==> config.mk <==
export PLATFORM = sky130hd
export DESIGN_NAME = sfc_host
export DESIGN_NICKNAME = d
export VERILOG_FILES = /design/src/rtl/sfc_pkg.sv /design/src/rtl/sfc_host.sv
export VERILOG_INCLUDE_DIRS = /design/src /design/src/rtl
export SDC_FILE = /design/constraint.sdc
export NUM_CORES = 2
export LEC_CHECK = 0
export BUFFER_PORTS_ARGS = -buffer_cell sky130_fd_sc_hd__buf_2
export CELL_PAD_IN_SITES_DETAIL_PLACEMENT = 2
export CELL_PAD_IN_SITES_GLOBAL_PLACEMENT = 2
export CORE_MARGIN = 2
export CORE_UTILIZATION = 45
export DETAILED_ROUTE_END_ITERATION = 10
export GPL_ROUTABILITY_DRIVEN = 0
export PLACE_DENSITY_LB_ADDON = 0.1
export SYNTH_ARGS = -nofsm -noshare
export SYNTH_HDL_FRONTEND = slang
export SYNTH_SLANG_ARGS = --single-unit
==> constraint.sdc <==
create_clock -name pclk -period 4.25 [get_ports pclk]
set_clock_uncertainty 0.05 [all_clocks]
set_input_delay 0.2125 -clock pclk [delete_from_list [all_inputs] [get_ports pclk]]
set_output_delay 0.2125 -clock pclk [all_outputs]
set_load 0.01 [all_outputs]
==> src/rtl/sfc_map.svh <==
// Register offsets, field positions, reset values and timing counts of the chunk host.
// Assumes an 8-bit APB byte address and 32-bit data; included by rtl/sfc_host.sv.
`ifndef SFC_MAP_SVH
`define SFC_MAP_SVH

// Register byte offsets on APB
`define SFC_CTRL_OFS 8'h00
`define SFC_TXHDR_OFS 8'h04
`define SFC_STAT_OFS 8'h08
`define SFC_FOOT_OFS 8'h0C
`define SFC_FHDR_OFS 8'h10
`define SFC_TXMEM_OFS 8'h40
`define SFC_RXMEM_OFS 8'h80

// Control register bits
`define SFC_CTRL_START 0
`define SFC_CTRL_SIZE_LO 1
`define SFC_CTRL_SIZE_HI 2
`define SFC_CTRL_EN 3
`define SFC_SIZE_RST 2'h3

// Status register bits
`define SFC_ST_BUSY 0
`define SFC_ST_DONE 1
`define SFC_ST_FPAR 2
`define SFC_ST_HEADER_BAD_FLAG 3

// Chunk header and footer bit positions
`define SFC_H_SYNC1 31
`define SFC_H_ORDER 30
`define SFC_H_NO_RECEIVE_FLAG 29
`define SFC_H_VS_HI 23
`define SFC_H_VS_LO 22
`define SFC_H_DV 21
`define SFC_H_SV 20
`define SFC_H_SWO_HI 19
`define SFC_H_SWO_LO 16
`define SFC_H_EV 14
`define SFC_H_EBO_HI 13
`define SFC_H_EBO_LO 8
`define SFC_H_TSC_HI 7
`define SFC_H_TSC_LO 6
`define SFC_F_HEADER_BAD_FLAG 30

// Two-byte frame header fields
`define SFC_FH_PRIO 10
`define SFC_FH_EGR_HI 7
`define SFC_FH_EGR_LO 6
`define SFC_FH_TSPAR 3
`define SFC_FH_TSPRES 2
`define SFC_FH_PORT 0

// Serial clock half period in pclk cycles
`define SFC_SCLK_HALF 3'd4

`endif

==> src/rtl/sfc_pkg.sv <==
// Types shared by the chunk transfer host.
// Assumes the constants of sfc_map.svh are included where needed.
package sfc_pkg;
	typedef logic [31:0] sfc_word_t;
	typedef enum logic [2:0] {
		SFC_IDLE = 3'b000,
		SFC_LEAD = 3'b001,
		SFC_LOW = 3'b010,
		SFC_HIGH = 3'b011,
		SFC_TAIL = 3'b100,
		SFC_GAP = 3'b101
	} sfc_state_e;
endpackage

==> src/rtl/sfc_host.sv <==
// Host end of the chunk based full duplex SPI data link, with an APB register slave.
// Assumes pclk at 25 MHz; the device samples sdi on rising sclk and drives sdo on falling sclk.
`timescale 1ns/1ps
`include "sfc_map.svh"

// Rules of the document for this block, the device and software
// Frame header priority bit is composed as zero on transmit.
// Egress stamp select field passes through to device; device captures the stamp.
// Stamp included and stamp parity bits are composed as zero on transmit.
// Software clears the per-port ready mask to get frame interrupts; this block has no interrupt, software polls done.
// Receive words keep first serial byte in bits 31 to 24.
// Receive data is handled in whole 32-bit words only.
// Software enables transmit cut-through before sending cut-through frames.
// Device starts transmitting once its FIFO reaches the start level.
// Host must feed data faster than line rate; device flags under-run.
// Device discards register writes failing their CRC check.
// After CRC errors software clears FIFOs or repeats the write.
// Device flags a frame length write with data still outstanding.
// Transmit chunk sends 4-byte header first; receive footer follows payload.
// Chip select goes high between separate transactions.
// Payload size resets to 64 bytes and locks once transfers are enabled.
// Header bit 31 is driven one and the order bit zero.
// No-receive flag is passed from software, normally zero.
// Vendor bit 0 selects destination port; vendor bit 1 forced zero.
// Device uses the payload only when data valid is one.
// Start word offset is forced to zero unless start valid is set.
// End byte offset is forced to zero unless end valid is set.
// Header parity bit makes the whole header odd parity.
// Device reports a bad received header in the footer; host records it.
// Device drops payload of a chunk whose header parity fails.
module sfc_host
	import sfc_pkg::*;
(
	input wire logic pclk,
	input wire logic presetn,
	input wire logic psel,
	input wire logic penable,
	input wire logic pwrite,
	input wire logic [7:0] paddr,
	input wire logic [31:0] pwdata,
	output logic [31:0] prdata,
	output logic pready,
	output logic pslverr,
	output logic sclk,
	output logic cs_n,
	output logic sdi,
	input wire logic sdo
);

	// Build the transmit chunk header from the software fields
	function automatic sfc_word_t build_hdr(input sfc_word_t f);
		sfc_word_t h;
		h = 32'h0000_0000;
		h[`SFC_H_SYNC1] = 1'b1;
		h[`SFC_H_ORDER] = 1'b0;
		h[`SFC_H_NO_RECEIVE_FLAG] = f[`SFC_H_NO_RECEIVE_FLAG];
		h[`SFC_H_VS_LO] = f[`SFC_H_VS_LO];
		h[`SFC_H_VS_HI] = 1'b0;
		h[`SFC_H_DV] = f[`SFC_H_DV];
		h[`SFC_H_SV] = f[`SFC_H_SV];
		if (f[`SFC_H_SV]) begin
			h[`SFC_H_SWO_HI:`SFC_H_SWO_LO] = f[`SFC_H_SWO_HI:`SFC_H_SWO_LO];
		end
		h[`SFC_H_EV] = f[`SFC_H_EV];
		if (f[`SFC_H_EV]) begin
			h[`SFC_H_EBO_HI:`SFC_H_EBO_LO] = f[`SFC_H_EBO_HI:`SFC_H_EBO_LO];
		end
		h[`SFC_H_TSC_HI:`SFC_H_TSC_LO] = f[`SFC_H_TSC_HI:`SFC_H_TSC_LO];
		h[0] = ~^h[31:1];
		return h;
	endfunction

	// Payload words per chunk: 8, 16, 32 or 64 bytes
	function automatic logic [4:0] chunk_words(input logic [1:0] sel);
		return 5'd2 << sel;
	endfunction

	// Two-byte frame header as the host must send it
	function automatic sfc_word_t build_fhdr(input sfc_word_t f);
		sfc_word_t h;
		h = 32'h0000_0000;
		h[`SFC_FH_EGR_HI:`SFC_FH_EGR_LO] = f[`SFC_FH_EGR_HI:`SFC_FH_EGR_LO];
		h[`SFC_FH_PORT] = f[`SFC_FH_PORT];
		h[`SFC_FH_PRIO] = 1'b0;
		h[`SFC_FH_TSPAR] = 1'b0;
		h[`SFC_FH_TSPRES] = 1'b0;
		return h;
	endfunction

	// Word slot of the transmit payload buffer; reads and writes share this decode
	// so that the two sides can never disagree about which addresses are buffer words
	function automatic logic is_tx_word(input logic [7:0] a);
		return (a[7:6] == 2'b01) && (a[1:0] == 2'b00);
	endfunction

	// Word slot of the receive payload buffer; unaligned addresses fall to the error path
	function automatic logic is_rx_word(input logic [7:0] a);
		return (a[7:6] == 2'b10) && (a[1:0] == 2'b00);
	endfunction

	sfc_state_e state;
	sfc_word_t tx_mem [0:15];
	sfc_word_t rx_mem [0:15];
	sfc_word_t hdr_fields;
	sfc_word_t fhdr_fields;
	sfc_word_t footer;
	sfc_word_t rx_shift;
	logic [1:0] size_sel;
	logic link_en;
	logic done_flag;
	logic fpar_flag;
	logic header_bad_flag_flag;
	logic [9:0] bit_cnt;
	logic [2:0] half_cnt;
	logic sdo_meta;
	logic sdo_sync;
	logic wr_acc;
	logic setup;
	logic start_req;
	logic [4:0] nwords;
	logic [9:0] last_bit;
	logic half_end;
	logic word_end;
	logic foot_done;
	sfc_word_t full_word;
	logic [4:0] tx_widx;
	logic tx_bit;
	logic [31:0] stat_word;
	sfc_word_t tx_hdr_word;

	assign setup = psel & ~penable;
	assign wr_acc = psel & penable & pready & pwrite;
	// START is refused until the link is enabled and while a chunk is still in flight
	assign start_req = wr_acc && (paddr == `SFC_CTRL_OFS) && pwdata[`SFC_CTRL_START]
		&& link_en && (state == SFC_IDLE);
	assign nwords = chunk_words(size_sel);
	// Header word plus payload words; the last cell is one below (nwords + 1) * 32
	assign last_bit = {nwords, 5'h1F};
	// One built header serves both the serial side and the read-back
	assign tx_hdr_word = build_hdr(hdr_fields);
	assign half_end = (half_cnt == 3'h1);
	assign word_end = (bit_cnt[4:0] == 5'h1F);
	assign full_word = {rx_shift[30:0], sdo_sync};
	// The footer's last bit closes the chunk, so flags are judged on the whole footer
	assign foot_done = (state == SFC_HIGH) && half_end && (bit_cnt == last_bit);
	assign stat_word = {28'h0, header_bad_flag_flag, fpar_flag, done_flag, state != SFC_IDLE};

	// Serial bit to send for a given position: header word first, then payload
	always_comb begin
		tx_widx = bit_cnt[9:5];
		if (tx_widx == 5'h00) begin
			tx_bit = tx_hdr_word[5'h1F - bit_cnt[4:0]];
		end else begin
			tx_bit = tx_mem[4'(tx_widx - 5'h01)][5'h1F - bit_cnt[4:0]];
		end
	end

	// The device output is asynchronous to pclk, so it passes two flops first
	always_ff @(posedge pclk or negedge presetn) begin
		if (!presetn) begin
			sdo_meta <= 1'b0;
			sdo_sync <= 1'b0;
		end else begin
			sdo_meta <= sdo;
			sdo_sync <= sdo_meta;
		end
	end

	// APB answer: data and ready are prepared in the setup cycle, no wait states
	always_ff @(posedge pclk or negedge presetn) begin
		if (!presetn) begin
			pready <= 1'b0;
			pslverr <= 1'b0;
			prdata <= 32'h0000_0000;
		end else begin
			pready <= setup;
			if (setup) begin
				pslverr <= 1'b0;
				prdata <= 32'h0000_0000;
				if (paddr == `SFC_CTRL_OFS) begin
					prdata <= {28'h0, link_en, size_sel, 1'b0};
				end else if (paddr == `SFC_TXHDR_OFS) begin
					prdata <= tx_hdr_word;
				end else if (paddr == `SFC_STAT_OFS) begin
					prdata <= stat_word;
				end else if (paddr == `SFC_FOOT_OFS) begin
					prdata <= footer;
				end else if (paddr == `SFC_FHDR_OFS) begin
					prdata <= build_fhdr(fhdr_fields);
				end else if (is_tx_word(paddr)) begin
					prdata <= tx_mem[paddr[5:2]];
				end else if (is_rx_word(paddr)) begin
					prdata <= rx_mem[paddr[5:2]];
				end else begin
					pslverr <= 1'b1;
				end
			end
		end
	end

	// Control fields; payload size freezes once the link is enabled
	always_ff @(posedge pclk or negedge presetn) begin
		if (!presetn) begin
			size_sel <= `SFC_SIZE_RST;
			link_en <= 1'b0;
			hdr_fields <= 32'h0000_0000;
			fhdr_fields <= 32'h0000_0000;
		end else if (wr_acc) begin
			if (paddr == `SFC_CTRL_OFS) begin
				if (!link_en) begin
					size_sel <= pwdata[`SFC_CTRL_SIZE_HI:`SFC_CTRL_SIZE_LO];
				end
				link_en <= link_en | pwdata[`SFC_CTRL_EN]; // Cleared only by reset
			end
			if (paddr == `SFC_TXHDR_OFS) begin
				hdr_fields <= pwdata;
			end
			if (paddr == `SFC_FHDR_OFS) begin
				fhdr_fields <= pwdata;
			end
		end
	end

	// Transmit payload buffer; writes during a chunk are dropped to keep it coherent.
	// The whole payload is staged before START, so the serial side never starves.
	always_ff @(posedge pclk) begin
		if (wr_acc && is_tx_word(paddr) && state == SFC_IDLE) begin
			tx_mem[paddr[5:2]] <= pwdata;
		end
	end

	// Serial sequencer: lead, bit cells, tail, then a gap with chip select high
	always_ff @(posedge pclk or negedge presetn) begin
		if (!presetn) begin
			state <= SFC_IDLE;
			half_cnt <= 3'h0;
			bit_cnt <= 10'h000;
			sclk <= 1'b0;
			cs_n <= 1'b1;
			sdi <= 1'b0;
		end else begin
			half_cnt <= half_end ? `SFC_SCLK_HALF : half_cnt - 3'h1;
			unique case (state)
				SFC_IDLE: begin
					half_cnt <= `SFC_SCLK_HALF;
					if (start_req) begin
						state <= SFC_LEAD;
						cs_n <= 1'b0;
						bit_cnt <= 10'h000;
					end
				end
				SFC_LEAD: begin
					sdi <= tx_bit;
					if (half_end) begin
						state <= SFC_LOW;
					end
				end
				SFC_LOW: begin
					if (half_end) begin
						sclk <= 1'b1; // Device samples sdi here
						state <= SFC_HIGH;
					end
				end
				SFC_HIGH: begin
					if (half_end) begin
						sclk <= 1'b0;
						if (bit_cnt == last_bit) begin
							state <= SFC_TAIL;
						end else begin
							bit_cnt <= bit_cnt + 10'h001;
							state <= SFC_LEAD;
						end
					end
				end
				SFC_TAIL: begin
					if (half_end) begin
						cs_n <= 1'b1;
						sdi <= 1'b0;
						state <= SFC_GAP;
					end
				end
				SFC_GAP: begin
					if (half_end) begin
						state <= SFC_IDLE; // Chip select stays high for a half period
					end
				end
				default: begin
					state <= SFC_IDLE;
					cs_n <= 1'b1;
					sclk <= 1'b0;
				end
			endcase
		end
	end

	// Receive shift: payload words first, footer last; MSB first keeps byte order
	always_ff @(posedge pclk or negedge presetn) begin
		if (!presetn) begin
			rx_shift <= 32'h0000_0000;
			footer <= 32'h0000_0000;
		end else if (state == SFC_HIGH && half_end) begin
			rx_shift <= full_word;
			if (word_end && bit_cnt[9:5] == nwords) begin
				footer <= full_word;
			end
		end
	end

	// Receive payload store, a whole word at a time
	always_ff @(posedge pclk) begin
		if (state == SFC_HIGH && half_end && word_end && bit_cnt[9:5] < nwords) begin
			rx_mem[bit_cnt[8:5]] <= full_word;
		end
	end

	// Sticky status; a new event wins over a write-one clear in the same cycle
	always_ff @(posedge pclk or negedge presetn) begin
		if (!presetn) begin
			done_flag <= 1'b0;
			fpar_flag <= 1'b0;
			header_bad_flag_flag <= 1'b0;
		end else begin
			if (wr_acc && paddr == `SFC_STAT_OFS) begin
				done_flag <= done_flag & ~pwdata[`SFC_ST_DONE];
				fpar_flag <= fpar_flag & ~pwdata[`SFC_ST_FPAR];
				header_bad_flag_flag <= header_bad_flag_flag & ~pwdata[`SFC_ST_HEADER_BAD_FLAG];
			end
			// No interrupt exists: software polls done, so there is no mask to clear.
			// A parity flag tells software to throw the received words away.
			if (foot_done) begin
				done_flag <= 1'b1;
				if (^full_word == 1'b0) begin
					fpar_flag <= 1'b1; // Footer must carry odd parity
				end
				if (full_word[`SFC_F_HEADER_BAD_FLAG]) begin
					header_bad_flag_flag <= 1'b1; // Device rejected our header
				end
			end
		end
	end

endmodule // sfc_host

==> flow_metrics.tcl <==
set metrics [dict create \
    peakVddDrop_uv 378 \
    syn-instance-count 2358 \
    antenna_found_initial 8 \
    clock.fmax_mhz 258 \
    crit_type "reg -> reg" \
    pin_count 83 \
    ys_seq_area_frac 0.690 \
    timing.final.ws_setup_ps 369 \
    synthesis.area_sq_um 49800 \
    dpl.hpwl_mm 90.3 \
    synth.most_common_cell "edfxtp_1" \
    grt_max_degree 76 \
    htree_num_levels 4 \
    setup_violations 0 \
    rr_startpoint "bit_cnt[6]" \
    power.leakage_nw 18.3 \
    hold_path_class "in -> reg" \
    met3WireLength_mm 8.93 \
    drt-initial-drc-count 2668 \
    io_buffer_count 82 \
    fin_crit_ps 3880 \
    r2r_slack_ps 370 \
    die_h_um 337 \
    synth-async-reset-ratio 0.123 \
    synth_top_area_frac 0.617 \
    avgRoutedWirePerCell_um 36.9 \
    yosys_warnings 0 \
    cts.sinks 1168 \
    top_layer "met5" \
    synthTopCellsByArea "edfxtp_1 62%, mux4_2 21%, dfrtp_1 7.1%, mux2_2 2.2%, xnor2_1 0.65%" \
    synth_ff_type "edfxtp_1" \
    drv_slew 0 \
    place_ws_ps 312 \
    relSlewSlack 0.347 \
    min_to "sdo_meta" \
    clockBufferDepth 3 \
    postSynthAreaPerCell_sq_um 21.1 \
    grt_pass1_vias 28809 \
    nNetsFinal 2624 \
    syn_to_final_growth_pct 15.5 \
    hold_path_depth 2 \
    grt_setup_unrepaired "false" \
    max-cap-violations 0 \
    reg2reg_depth 10 \
    met1_length_mm 63.4 \
    reg2reg_to "sdi" \
    die_area_sq_um 113000 \
    synth_edf_count 1024 \
    clkTransAtPathRegs_ps 60 \
    via_per_inst 6.39 \
    vias 26593 \
    layout-drive-gt1-share 0.369 \
    period_share 0.913 \
    worstHoldStart "sdo" \
    cts-buffers-inserted 133 \
    overflow 0 \
    clk_root_buffer_cell "clkbuf_16" \
    synth.distinct_cells 64 \
    clk_latency_ps 750 \
    synth_commonest_cells "1024 x edfxtp_1, 471 x mux4_2, 141 x dfrtp_1, 99 x mux2_2, 76 x nand2_1" \
    hold_viol 0 \
    critPathArrivalTime_ps 4480 \
    dr.pass1.iters 6 \
    crit_required_ps 4850 \
    core_sq_um 110000 \
    start_util 0.452 \
    timing.setup.tns_ps 0 \
    power_density_nw_per_um2 443 \
    tightest_slew_ps 979 \
    die_width_um 337 \
    synth_largest_area_cell "edfxtp_1" \
    final_antenna_net_count 0 \
    grt_use_total 0.276 \
    grt_pass1_wl_mm 219 \
    worstSetupEndpointType "register" \
    route.met2.wl_mm 77.1 \
    synth_seq_cells 1168 \
    core.rowCount 122 \
    drt-total-wl_mm 154 \
    tritoncts "done" \
    post-cts-setup-buffers 0 \
    drc_errors 0 \
    synth_fp_nets 2417 \
    startpoint_type "register" \
    cp_max_fo 12 \
    status "finished clean" \
]
## repair_timing
action                                 4_1_cts  5_1_grt
hold buffers                                38        0
endpoints found under the hold margin      602        0
gates resized for setup                      0        0
## how the worst max path moves through the flow
stage	startpoint	to	slack [ps]	cells past startpoint
6_report	bit_cnt[6]	sdi	370	10
3_3_place_gp	bit_cnt[6]	sdi	380	10
2_1_floorplan	bit_cnt[5]	sdi	550	16
5_1_grt	bit_cnt[6]	sdi	200	10
3_5_place_dp	bit_cnt[6]	sdi	310	10
4_1_cts	bit_cnt[6]	sdi	300	10
## cell type report
type	count	area, sq um
Clock inverter	70	726
Antenna cell	1	2.50
Inverter	11	41.3
Sequential cell	1168	34400
Multi-Input combinational cell	1029	15000
Fill cell	9352	52700
Timing Repair Buffer	222	1990
Tap cell	1488	1860
Clock buffer	172	3540
## where the power goes
group | leakage [nW] | internal [W] | switching (W)
Sequential | 10.8 | 0.0125 | 0.000144
Clock | 2.06 | 0.00654 | 0.00476
Combinational | 5.40 | 0.000565 | 0.000980
## per-layer routing
metal / up-vias / track usage
li1: 10452 / -
met1: 14864 / 0.379
met2: 1032 / 0.459
met3: 243 / 0.0414
met4: 2 / 0.0862
met5: - / 0
## logic make-up after synthesis
logic type                 Yosys count  share of synthesized area
xor gates and xnor gates            48                    0.00902
DFF                               1168                      0.690
adders and majority gates           13                    0.00327
muxes                              585                      0.239
buffers and inverters              161                     0.0152
AOI/OAI and AO/OA                  187                     0.0249
and+or+nand+nor                    196                     0.0185
## registers in the layout, indices dropped and copies added (netlist names), 2 cells and up
name and cells:
bit_cnt 10, half_cnt 3, footer 32, tx_mem 512, rx_shift 31, prdata 32, rx_mem 512, size_sel 2
hdr_fields 17, fhdr_fields 3, state 3
## placed cells by master (no fill, tap or decap), types with 10 or more instances in the layout
master,netlist,layout
buf_4,9,71
clkinv_1,0,31
a221oi_1,13,13
edfxtp_1,1024,1024
mux4_2,471,471
ha_1,13,12
o22ai_1,10,10
dfrtp_1,141,140
a22o_1,26,26
clkbuf_16,0,134
a22oi_1,13,13
clkinv_2,0,10
nand2b_1,11,10
buf_12,0,32
inv_1,11,11
dlygate4sd3_1,0,38
o21ai_0,54,54
mux2_2,99,99
a21oi_1,33,33
nor2_1,51,21
xnor2_1,37,36
nand2_1,76,76
nor2_4,0,29
bufinv_16,0,10
buf_2,41,77
mux2i_1,12,12
clkbuf_1,74,34
## through the flow
stage           util  instance area (sq um)  total power [W]  hold slack [ps]  cells
2_1_floorplan      -                  49800           0.0137             -133   2358
6_report       0.522                  57500           0.0255             65.6   4161
3_5_place_dp   0.480                  52900           0.0144              238   3880
4_1_cts        0.522                  57500           0.0257             22.0   4160
3_3_place_gp   0.480                  52900           0.0143              244   3880
5_1_grt        0.522                  57500           0.0262             64.8   4160
## critical path, stage by stage, from the launching register on
cell	delay, ps
dfrtp_1	490
nor3_2	360
xor2_4	710
buf_4	370
buf_4	240
mux2_2	190
o22ai_1	90
o21ai_0	610
nand4_1	210
o2111a_1	180
nor4_2	240
No activity file was read; power rests on OpenSTA's default activity.
